===== src/hw/mcl_pkg.sv =====
package mcl_pkg;

  // ==========================================================
  // Sizes and timing
  localparam int          NUM_CELLS        = 8;
  localparam int          SIG_BYTES        = 8;
  localparam int          RST_INTERVAL_NS  = 1000;
  localparam int          CLK_PERIOD_NS    = 4;
  // Longest time rounds down
  localparam int          RST_CYCLES       = RST_INTERVAL_NS / CLK_PERIOD_NS;

  // ==========================================================
  // Register map, word indices on the plain port
  localparam logic [3:0]  ADDR_CTRL        = 4'h0;
  localparam logic [3:0]  ADDR_CFG         = 4'h1;
  localparam logic [3:0]  ADDR_PRELOAD     = 4'h2;
  localparam logic [3:0]  ADDR_STATUS      = 4'h3;
  localparam logic [3:0]  ADDR_VERIFY      = 4'h4;
  localparam logic [3:0]  ADDR_SIG_BASE    = 4'h8;

  // CTRL bit positions
  localparam int          CTRL_FUSE_BIT    = 0;
  localparam int          CTRL_ERASE_BIT   = 1;
  localparam int          CTRL_MODE_LSB    = 4;

  // ==========================================================
  // Types
  typedef enum logic [2:0] {
    MCL_MODE_SIMPLE     = 3'b001,
    MCL_MODE_COMPLEX    = 3'b010,
    MCL_MODE_REGISTERED = 3'b100
  } mcl_mode_e;

  typedef enum logic [1:0] {
    MCL_CELL_REG   = 2'h0,
    MCL_CELL_BIDIR = 2'h1,
    MCL_CELL_OUT   = 2'h2,
    MCL_CELL_IN    = 2'h3
  } mcl_cell_e;

  typedef enum logic [1:0] {
    MCL_ST_PWRUP = 2'b01,
    MCL_ST_RUN   = 2'b10
  } mcl_state_e;

  // One register-port request
  typedef struct packed {
    logic [3:0] addr;
    logic [7:0] wdata;
    logic       wr;
    logic       rd;
  } mcl_req_s;

  // Reset values
  localparam logic [15:0] CFG_RESET        = 16'h0000;
  localparam logic [7:0]  SIG_RESET        = 8'h00;
  localparam mcl_mode_e   MODE_RESET       = MCL_MODE_REGISTERED;

endpackage : mcl_pkg


===== src/hw/mcl_cell.sv =====
`timescale 1ns/100ps
// ==========================================================
// One configurable macrocell
module mcl_cell (
  input  wire logic                clk,        // Device clock
  input  wire logic                clr,        // Power-up clear
  input  wire logic [1:0]          cfg,        // Cell configuration
  input  wire logic                reg_ok,     // Registered mode active
  input  wire logic                d,          // Array sum term
  input  wire logic                pt_oe,      // Product-term enable
  input  wire logic                oe_n,       // Common enable pin
  input  wire logic                pl_en,      // Preload strobe
  input  wire logic                pl_val,     // Preload value
  input  wire logic                pin_i,      // Pad input level
  input  wire logic                pin_drv,    // Pad driven by board
  output logic                     q_ff,       // Register contents
  output logic                     pin_o_ff,   // Pad output
  output logic                     pin_oe_ff,  // Pad enable
  output logic                     fb          // Feedback to array
);

  logic is_reg;
  logic nxt_q;
  logic nxt_o;
  logic nxt_oe;

  // Registered only when the mode allows it
  assign is_reg = reg_ok && (cfg == 2'(mcl_pkg::MCL_CELL_REG));
  assign nxt_q  = pl_en ? pl_val : d;
  assign nxt_o  = is_reg ? ~nxt_q : d;
  // registered cell uses low enable pin
  assign nxt_oe = is_reg ? ~oe_n :
                  (cfg == 2'(mcl_pkg::MCL_CELL_IN))  ? 1'b0 :
                  (cfg == 2'(mcl_pkg::MCL_CELL_OUT)) ? 1'b1 : pt_oe;
  assign fb = pin_oe_ff ? pin_o_ff : (pin_drv ? pin_i : 1'b1);

  always_ff @(posedge clk) begin
    if (clr) begin
      q_ff      <= 1'b0;
      pin_o_ff  <= 1'b1;
      pin_oe_ff <= 1'b0;
    end else begin
      q_ff      <= is_reg ? nxt_q : 1'b0;
      pin_o_ff  <= nxt_o;
      pin_oe_ff <= nxt_oe;
    end
  end

endmodule : mcl_cell


===== src/hw/mcl_top.sv =====
`timescale 1ns/100ps
// ==========================================================
// Macrocell configuration, preload, signature and fuse
module mcl_top #(
  parameter int N = mcl_pkg::NUM_CELLS      // Macrocell count
) (
  input  wire logic          clk,          // 250 MHz clock
  input  wire logic          rst,          // Power-up reset, high
  input  wire logic [3:0]    addr,         // Register index
  input  wire logic [7:0]    wdata,        // Write data
  input  wire logic          wr,           // Write strobe
  input  wire logic          rd,           // Read strobe
  output logic [7:0]         rdata_ff,     // Read data, next cycle
  input  wire logic [N-1:0]  sum_term,     // Array sum terms
  input  wire logic [N-1:0]  pt_oe,        // Product-term enables
  input  wire logic          oe_n,         // Common enable pin
  input  wire logic [N-1:0]  pin_i,        // Pad input levels
  input  wire logic [N-1:0]  pin_drv,      // Pads driven by board
  output logic [N-1:0]       pin_o_ff,     // Pad outputs
  output logic [N-1:0]       pin_oe_ff,    // Pad enables
  output logic [N-1:0]       fb_ff,        // Feedback to array
  output logic               ready_ff      // Reset interval over
);

  // ==========================================================
  // Declarations
  mcl_pkg::mcl_req_s   req;
  mcl_pkg::mcl_state_e st_ff;
  mcl_pkg::mcl_state_e nxt_st;
  mcl_pkg::mcl_mode_e  mode_ff;
  logic [15:0]         cfg_ff;
  logic [7:0]          sig_ff [mcl_pkg::SIG_BYTES];
  logic                fuse_ff;
  logic [9:0]          cnt_ff;
  logic [N-1:0]        q;
  logic [N-1:0]        fb;
  logic [N-1:0]        pl_en;
  logic                clr;
  logic                reg_ok;
  logic                wr_ctrl;
  logic                wr_cfg;
  logic                wr_pl;
  logic                wr_sig;
  logic                fuse_set;
  logic                erase;
  logic                mode_ok;
  logic [7:0]          rd_mux;
  logic [2:0]          sig_idx;

  // Decode of a register index against one exact index, all four bits compared
  function automatic logic hit(input logic [3:0] a, input logic [3:0] b);
    return a == b;
  endfunction : hit

  // ==========================================================
  // Request decode
  assign req      = '{addr: addr, wdata: wdata, wr: wr, rd: rd};
  assign wr_ctrl  = req.wr && hit(req.addr, mcl_pkg::ADDR_CTRL);
  assign wr_cfg   = req.wr && hit(req.addr, mcl_pkg::ADDR_CFG);
  assign wr_pl    = req.wr && hit(req.addr, mcl_pkg::ADDR_PRELOAD);
  assign wr_sig   = req.wr && req.addr[3];
  assign sig_idx  = req.addr[2:0];
  assign fuse_set = wr_ctrl && req.wdata[mcl_pkg::CTRL_FUSE_BIT];
  assign erase    = wr_ctrl && req.wdata[mcl_pkg::CTRL_ERASE_BIT];
  assign mode_ok  = $onehot(req.wdata[mcl_pkg::CTRL_MODE_LSB +: 3]);
  assign reg_ok   = (mode_ff == mcl_pkg::MCL_MODE_REGISTERED);
  assign clr      = rst || (st_ff == mcl_pkg::MCL_ST_PWRUP);
  assign pl_en    = (wr_pl && !fuse_ff && !fuse_set) ?
                    {N{1'b1}} : {N{1'b0}};

  // ==========================================================
  // Power-up sequencer
  always_comb begin
    nxt_st = st_ff;
    case (st_ff)
      mcl_pkg::MCL_ST_PWRUP: begin
        if (cnt_ff == 10'(mcl_pkg::RST_CYCLES - 1)) begin
          nxt_st = mcl_pkg::MCL_ST_RUN;
        end
      end
      mcl_pkg::MCL_ST_RUN: nxt_st = mcl_pkg::MCL_ST_RUN;
      default: nxt_st = mcl_pkg::MCL_ST_PWRUP;
    endcase
  end

  // Interval counter; counts clock cycles, cells held clear meanwhile
  // interval length counted
  always_ff @(posedge clk) begin
    if (rst) begin
      st_ff    <= mcl_pkg::MCL_ST_PWRUP;
      cnt_ff   <= 10'h000;
      ready_ff <= 1'b0;
    end else begin
      st_ff    <= nxt_st;
      cnt_ff   <= (st_ff == mcl_pkg::MCL_ST_PWRUP) ? cnt_ff + 10'h001 : cnt_ff;
      ready_ff <= (nxt_st == mcl_pkg::MCL_ST_RUN);
    end
  end

  // ==========================================================
  // Configuration and fuse; fuse kept across reset, erase clears
  // fuse survives rst, erase only
  always_ff @(posedge clk) begin
    if (erase) begin
      fuse_ff <= 1'b0;
    end else if (fuse_set) begin
      fuse_ff <= 1'b1;
    end
  end

  // Mode and cell types; illegal mode writes ignored
  always_ff @(posedge clk) begin
    if (rst) begin
      mode_ff <= mcl_pkg::MODE_RESET;
      cfg_ff  <= mcl_pkg::CFG_RESET;
    end else begin
      if (wr_ctrl && mode_ok) begin
        mode_ff <= mcl_pkg::mcl_mode_e'(
                   req.wdata[mcl_pkg::CTRL_MODE_LSB +: 3]);
      end
      if (wr_cfg) begin
        cfg_ff <= {cfg_ff[7:0], req.wdata};
      end
    end
  end

  always_ff @(posedge clk) begin
    if (rst) begin
      sig_ff <= '{default: mcl_pkg::SIG_RESET};
    end else if (wr_sig && !fuse_ff) begin
      sig_ff[sig_idx] <= req.wdata;
    end
  end

  // ==========================================================
  // Macrocells
  genvar g;
  generate
    for (g = 0; g < N; g++) begin : g_cell
      mcl_cell u_cell (
        .clk       (clk),
        .clr       (clr),
        .cfg       (cfg_ff[2*(g%8) +: 2]),
        .reg_ok    (reg_ok),
        .d         (sum_term[g]),
        .pt_oe     (pt_oe[g]),
        .oe_n      (oe_n),
        .pl_en     (pl_en[g]),
        .pl_val    (req.wdata[g%8]),
        .pin_i     (pin_i[g]),
        .pin_drv   (pin_drv[g]),
        .q_ff      (q[g]),
        .pin_o_ff  (pin_o_ff[g]),
        .pin_oe_ff (pin_oe_ff[g]),
        .fb        (fb[g])
      );
    end
  endgenerate

  // Feedback retimed so every output is a flop
  always_ff @(posedge clk) begin
    if (rst) begin
      fb_ff <= {N{1'b1}};
    end else begin
      fb_ff <= fb;
    end
  end

  // ==========================================================
  // Read path; verify returns zero once secured
  // verify read gated by fuse
  assign rd_mux =
    req.addr[3]                              ? sig_ff[sig_idx] :
    hit(req.addr, mcl_pkg::ADDR_CTRL)        ?
      {1'b0, mode_ff, 3'h0, fuse_ff}                        :
    hit(req.addr, mcl_pkg::ADDR_CFG)         ?
      (fuse_ff ? 8'h00 : cfg_ff[7:0])                       :
    hit(req.addr, mcl_pkg::ADDR_STATUS)      ?
      {6'h00, fuse_ff, ready_ff}                            :
    hit(req.addr, mcl_pkg::ADDR_VERIFY)      ?
      (fuse_ff ? 8'h00 : 8'(q))                             :
    8'h00;

  // Data stands only in the cycle after the strobe
  always_ff @(posedge clk) begin
    if (rst) begin
      rdata_ff <= 8'h00;
    end else begin
      rdata_ff <= req.rd ? rd_mux : 8'h00;
    end
  end

endmodule : mcl_top


===== config.mk =====
export PLATFORM = sky130hd
export DESIGN_NAME = mcl_top
export DESIGN_NICKNAME = d
export VERILOG_FILES = /design/src/hw/mcl_pkg.sv /design/src/hw/mcl_cell.sv /design/src/hw/mcl_top.sv
export SDC_FILE = /design/constraint.sdc
export NUM_CORES = 1
export LEC_CHECK = 0
export ABC_AREA = 1
export BUFFER_PORTS_ARGS = -buffer_cell sky130_fd_sc_hd__buf_2
export CAP_MARGIN = 20
export CORE_MARGIN = 4
export CORE_UTILIZATION = 36
export CTS_CLUSTER_DIAMETER = 50
export CTS_CLUSTER_SIZE = 20
export DETAILED_ROUTE_END_ITERATION = 16
export MAX_ROUTING_LAYER = met4
export PLACE_DENSITY = 0.63
export SETUP_SLACK_MARGIN = 0.5
export SYNTH_ARGS = -nofsm -noshare
export SYNTH_HDL_FRONTEND = slang
export SYNTH_SLANG_ARGS = --single-unit

===== constraint.sdc =====
create_clock -name clk -period 1.4 [get_ports clk]
set_input_delay 0.07 -clock clk [delete_from_list [all_inputs] [get_ports clk]]
set_output_delay 0.07 -clock clk [all_outputs]
set_load 0.1 [all_outputs]

* Word level (Yosys, flattened, before mapping)
Cells that the tools add are included.
** Storage, ports and cells
- Register bits after elaboration :: 137
- Input port bits :: 49
- Output and inout port bits :: 33
- Word-level logic and storage cells :: 202
** Cells by class
- Add/subtract/negate cells :: 3
- $lt $le $gt $ge :: 2
- Eq/ne operators :: 26
- Mux-type cells :: 72
- Bitwise logic cells :: 19
- Reduce and logical (&&, ||, !) cells :: 40
** Operators by type and width (count)
- 8-bit 2-to-1 mux :: 11
- 64-bit bitwise mux :: 1
- 1-bit 2-to-1 mux :: 56
- 2-bit == test (second input constant) :: 18
- 8-bit binary-select mux with 3-bit select :: 1
- 8-bit demux with 3-bit select :: 1
- 1-bit logical AND :: 19
- 1-bit inverter :: 18
- 2-bit OR reduction :: 9
- 2-bit logical NOT :: 8
- 10-bit by 1-bit adder with 10-bit output (second input constant) :: 1
- 10-bit by 8-bit == test with 1-bit output (second input constant) :: 1
- 4-bit by 2-bit == test with 1-bit output (second input constant) :: 2
- 2-bit by 1-bit == test with 1-bit output (second input constant) :: 2
- 4-bit by 1-bit == test with 1-bit output (second input constant) :: 1
- 4-bit by 3-bit == test with 1-bit output (second input constant) :: 1
- 4-bit >= comparator (second input constant) :: 1
- 4-bit logical NOT :: 1
- 4-bit by 1-bit < comparator with 1-bit output (second input constant) :: 1
- 3-bit inverter with 4-bit output :: 1
- 2-bit case mux with 2 select lines :: 1
- 3-bit == test (second input constant) :: 1
- 1-bit by 1-bit adder with 2-bit output :: 1
- 2-bit by 1-bit adder with 2-bit output :: 1
- 3 further kinds :: 4

* Longest topological paths before layout
- Word-level depth :: 9
- Gate-level depth with buffers :: 10

* Cells and area by module
From an unflattened synthesis, not the netlist that was laid out.
** Unflattened totals
- Cell total of the unflattened synthesis :: 941
- Area, all modules :: 6344.8 um^2
** Modules (own cells, without submodules)
- mcl_top :: times used 1, cells each 693, area an instance 4883.4 um^2
- mcl_cell :: times used 8, cells each 31, area an instance 182.7 um^2

* Worst setup path before layout
No wires, ideal clock.
- Path type :: reg2reg
- Start :: reg st_ff[1]
- End :: reg g_cell[6].u_cell.pin_o_ff
- Arrival :: 1339 ps
- Data required time :: 1291 ps
- Path slack :: -48 ps
- Stages on the path, launching flop included :: 11
- Path buffers :: 2
- Path through :: dfxtp_1 -> inv_1 -> ha_1 -> buf_2 -> nor2_1 -> buf_2 -> nand4_1 -> nor2_1 -> nand2_1 -> nand2_1 -> inv_1
** On the way
- Word-level cells in the longest chain between the ends :: 2
** Ends and longest elaborated chain
- start, declared :: RTL line mcl_top.sv:28 : mcl_pkg::mcl_state_e st_ff;
- start signal, assigned :: RTL line mcl_top.sv:90 : st_ff <= mcl_pkg::MCL_ST_PWRUP;
- start signal, assigned :: RTL line mcl_top.sv:94 : st_ff <= nxt_st;
- 2-bit by 1-bit == test with 1-bit output :: RTL line mcl_top.sv:67 : assign clr = rst || (st_ff == mcl_pkg::MCL_ST_PWRUP);
- 1-bit logical OR :: RTL line mcl_top.sv:67
- end signal, assigned :: RTL line mcl_cell.sv:44 : pin_o_ff <= nxt_o;
- end, declared :: RTL line mcl_cell.sv:17 : output logic pin_o_ff,
No other way between the ends.
A chain may end at the register's enable or synchronous reset.

* Final worst setup path
- Start :: reg st_ff[1]
- End :: reg g_cell[2].u_cell.pin_o_ff
** On the way
- Word-level cells in the longest chain between the ends :: 2
** Ends and longest elaborated chain (RTL line)
- 2-bit by 1-bit == test with 1-bit output :: mcl_top.sv:67
- 1-bit logical OR :: mcl_top.sv:67
- end signal, assigned :: mcl_cell.sv:44
- end, declared :: mcl_cell.sv:17
No other way between the ends.

==> results by group <==
Outcome
  – Outcome: completed

Floorplanning
  – Total Die Area: 19,340 um^2
  – Die outline width: 139.1 um
  – Initial Util: 37.03%
  – Row cnt: 47
  – Die Ht: 139.1 um
  – CORE AREA: 16,700 um^2
  – I/O pin cnt: 82

Routing
  – Pre-Repair DR Iteration Count: 5
  – Initial detailed-routing violation count: 442
  – Drt drc: 0
  – Via density: 5.045
  – Vias: 6,392
  – Post-DRT Antenna Nets: 0
  – DR WL/cell: 15.97 um
  – Final WL: 20,230 um

Global routing
  – GRT Util Overall: 20.59%
  – First-pass GRT wire length: 31,600 um
  – Largest net degree at the start of global routing: 60
  – Grt ovf: 0
  – Vias in the first global route: 6,302
  – Initial antenna violation count: 0

Power and ir drop
  – Pwr dens: 1050 nW/um^2
  – Clock share of power: 44.1%
  – Static Leak: 4.129 nW
  – Power Internal: 0.007300 W
  – Worst vdd ir: 1005 uV
  – Sequential power share: 40.4%
  – Comb power frac: 15.5%
  – Switching pwr: 0.002888 W
  – Switching portion of total power: 28.34%

Worst hold path
  – Hold Crit Class: in2reg

Synthesis
  – Yosys top cell by area: dfxtp_1
  – Synth cell types: 32
  – Yosys reg bits: 137
  – Mapped Area: 6185 um^2
  – Synth top area share: 44.35%
  – Cells after Synth: 865
  – Post-synthesis average cell area: 7.150 um^2
  – Synth area leaders: dfxtp_1, nand2_1, o21ai_0
  – Seq/Total Area, Yosys: 44.35%
  – Syn nets: 919
  – Yosys warnings: 0

Worst setup path
  – Crit-path max cell delay: 0.33 ns
  – CP Cell Sequence: inv_2 -> ha_4 -> nor2_4 -> inv_4 -> nor2_1 -> nand2_1 -> o21ai_2 -> inv_1
  – Crit-path slowest cell: dfxtp_2
  – Worst EP required: 1.71 ns
  – Family with the most delay on the worst path: simple AND/OR/NAND/NOR gates
  – Crit path arrival time: 1.70 ns
  – Endpoint type of the worst setup path: flop
  – Startpoint Class: flop
  – Critical path class: reg2reg
  – Crit path max fanout: 5
  – Buf/Inv on CP: 3

Finish
  – Share of post-route cells with drive strength above 1: 43.74%
  – Post-route insts no fill: 1,267
  – Final #Nets: 1,088
  – Final Instance Area: 9701 um^2
  – Most frequent cells in the layout: nand2_1, inv_1, dfxtp_1, nor2_1, a21oi_1
  – N_diodes: 0
  – Commonest non-fill, non-tap cell in the layout: nand2_1
  – Fillers: 1,404
  – P&R area growth vs syn: 56.85%

Clock network
  – Worst skew pair latency: 0.42 ns
  – CTS tree: yes
  – CTS H-tree depth: 4
  – Cts bufs inserted: 17
  – Clk buf depth: 2
  – Clk pin slew, worst setup/hold paths: 0.06 ns
  – Root Buffer: clkbuf_16
  – Clk sink count: 137

STA
  – Slew Limit Fails: 0
  – Setup-failing EPs final: 0
  – Worst Max-Slew Pin Slew: 0.4389 ns
  – Layout Skew: 0.007913 ns
  – Fin crit share: 99.26%
  – Unrepaired setup endpoints after global routing: yes
  – Setup_tns: 0 ns
  – Final min period: 1.390 ns
  – Achievable Freq: 0.7196 GHz
  – Final worst slack: 0.01042 ns
  – Final hold viol count: 0
  – Slew HR: 70.71%

Placement
  – Port bufs: 81
  – Placement Cell Area: 7204 um^2
  – Post-DP HPWL: 12,530 um
  – Placer congestion estimate: 0.8555
  – Inst Count DP: 1,160
  – Pre-CTS setup slack: -0.04823 ns

Run
  – Max cap viols: 0
-- power by group through the flow --
stage | clock, W | combinational (W) | sequential, W
6_report | 0.00449 | 0.00158 | 0.00411
5_1_grt | 0.00470 | 0.00168 | 0.00413
4_1_cts | 0.00453 | 0.00143 | 0.00410
3_5_place_dp | 0 | 0.00115 | 0.00416
3_3_place_gp | 0 | 0.00114 | 0.00416
2_1_floorplan | 0 | 0.000672 | 0.00429
-- cell usage after synthesis, drive strengths merged --
library cell / count
nand2: 168
dfxtp: 137
o21ai: 117
inv: 113
a21oi: 101
nor2: 97
nand3: 40
buf: 34
clkbuf: 16
nor3: 12
nand4: 8
o211ai: 5
ha: 4
clkinv: 3
o2111ai: 3
nor3b: 2
a31oi: 1
fa: 1
nand3b: 1
o21bai: 1
or2: 1
-- worst register-to-register path, delay by kind of cell, from the launching register on --
family	cells	cell delay, ns
simple gates	3	0.41
flops	1	0.33
buf+inv	3	0.19
fa+ha+maj	1	0.18
compound gates	1	0.17
-- metal layers --
layer  part of all wire, %  global-route usage, %
met3                   4.7                  4.379
met1                    44                  26.26
met5                     0                      -
met4                   2.1                  6.128
met2                    49                  33.01
-- metrics by stage --
stage | hold WS (ns) | util (%) | power (W)
after floorplan | 0.1538 | - | 0.004965
after global placement | 0.3225 | 43.14 | 0.005305
after detailed placement | 0.3321 | 43.14 | 0.005314
after CTS | 0.001698 | 54.69 | 0.01006
after global routing | 0.01378 | 58.08 | 0.01051
final | 0.01553 | 58.08 | 0.01019
-- timing repair --
item / CTS / global route
gates cloned: 4 / 1
endpoints found under the setup margin: 142 / 148
pin swaps: 36 / 37
hold buffers: 33 / 0
setup buffers: 19 / 18
gates resized for setup: 253 / 141
endpoints found under the hold margin: 28 / 0
-- worst paths after layout --
kind                  start                   endpoint  slack, ns  cells past startpoint
setup / recovery   st_ff[1]  g_cell[2].u_cell.pin_o_ff       0.01                      8
hold / removal     wdata[7]                 sig_ff[31]       0.02                      3
setup reg to reg   st_ff[1]  g_cell[2].u_cell.pin_o_ff       0.01                      8
hold reg to reg   sig_ff[2]                  sig_ff[2]       0.45                      2
-- registers in the layout, indices dropped and copies added (netlist names) --
name,cells
g_cell.u_cell.q_ff,8
rdata_ff,8
sig_ff,64
st_ff,2
mode_ff,3
g_cell.u_cell.pin_oe_ff,8
g_cell.u_cell.pin_o_ff,8
fuse_ff,1
cnt_ff,10
fb_ff,8
cfg_ff,16
ready_ff,1
-- cell families after synthesis --
kind of cell    after synthesis  synth area share, %
simple gates                329                23.81
buf+inv                     166                11.81
flops                       137                44.35
fa+ha+maj                     5                1.133
compound gates              228                18.90
-- cell type report --
type | count | area, um^2 | area share (%)
sequential | 137 | 2828 | 29.15
inverter | 116 | 514.2 | 5.301
clock inverter | 14 | 148.9 | 1.535
timing repair buffer | 198 | 2027 | 20.90
multi-input combinational | 564 | 3468 | 35.75
tap | 220 | 275.3 | 2.838
clock buffer | 18 | 439.2 | 4.527
(Power assumes the default switching activity.)
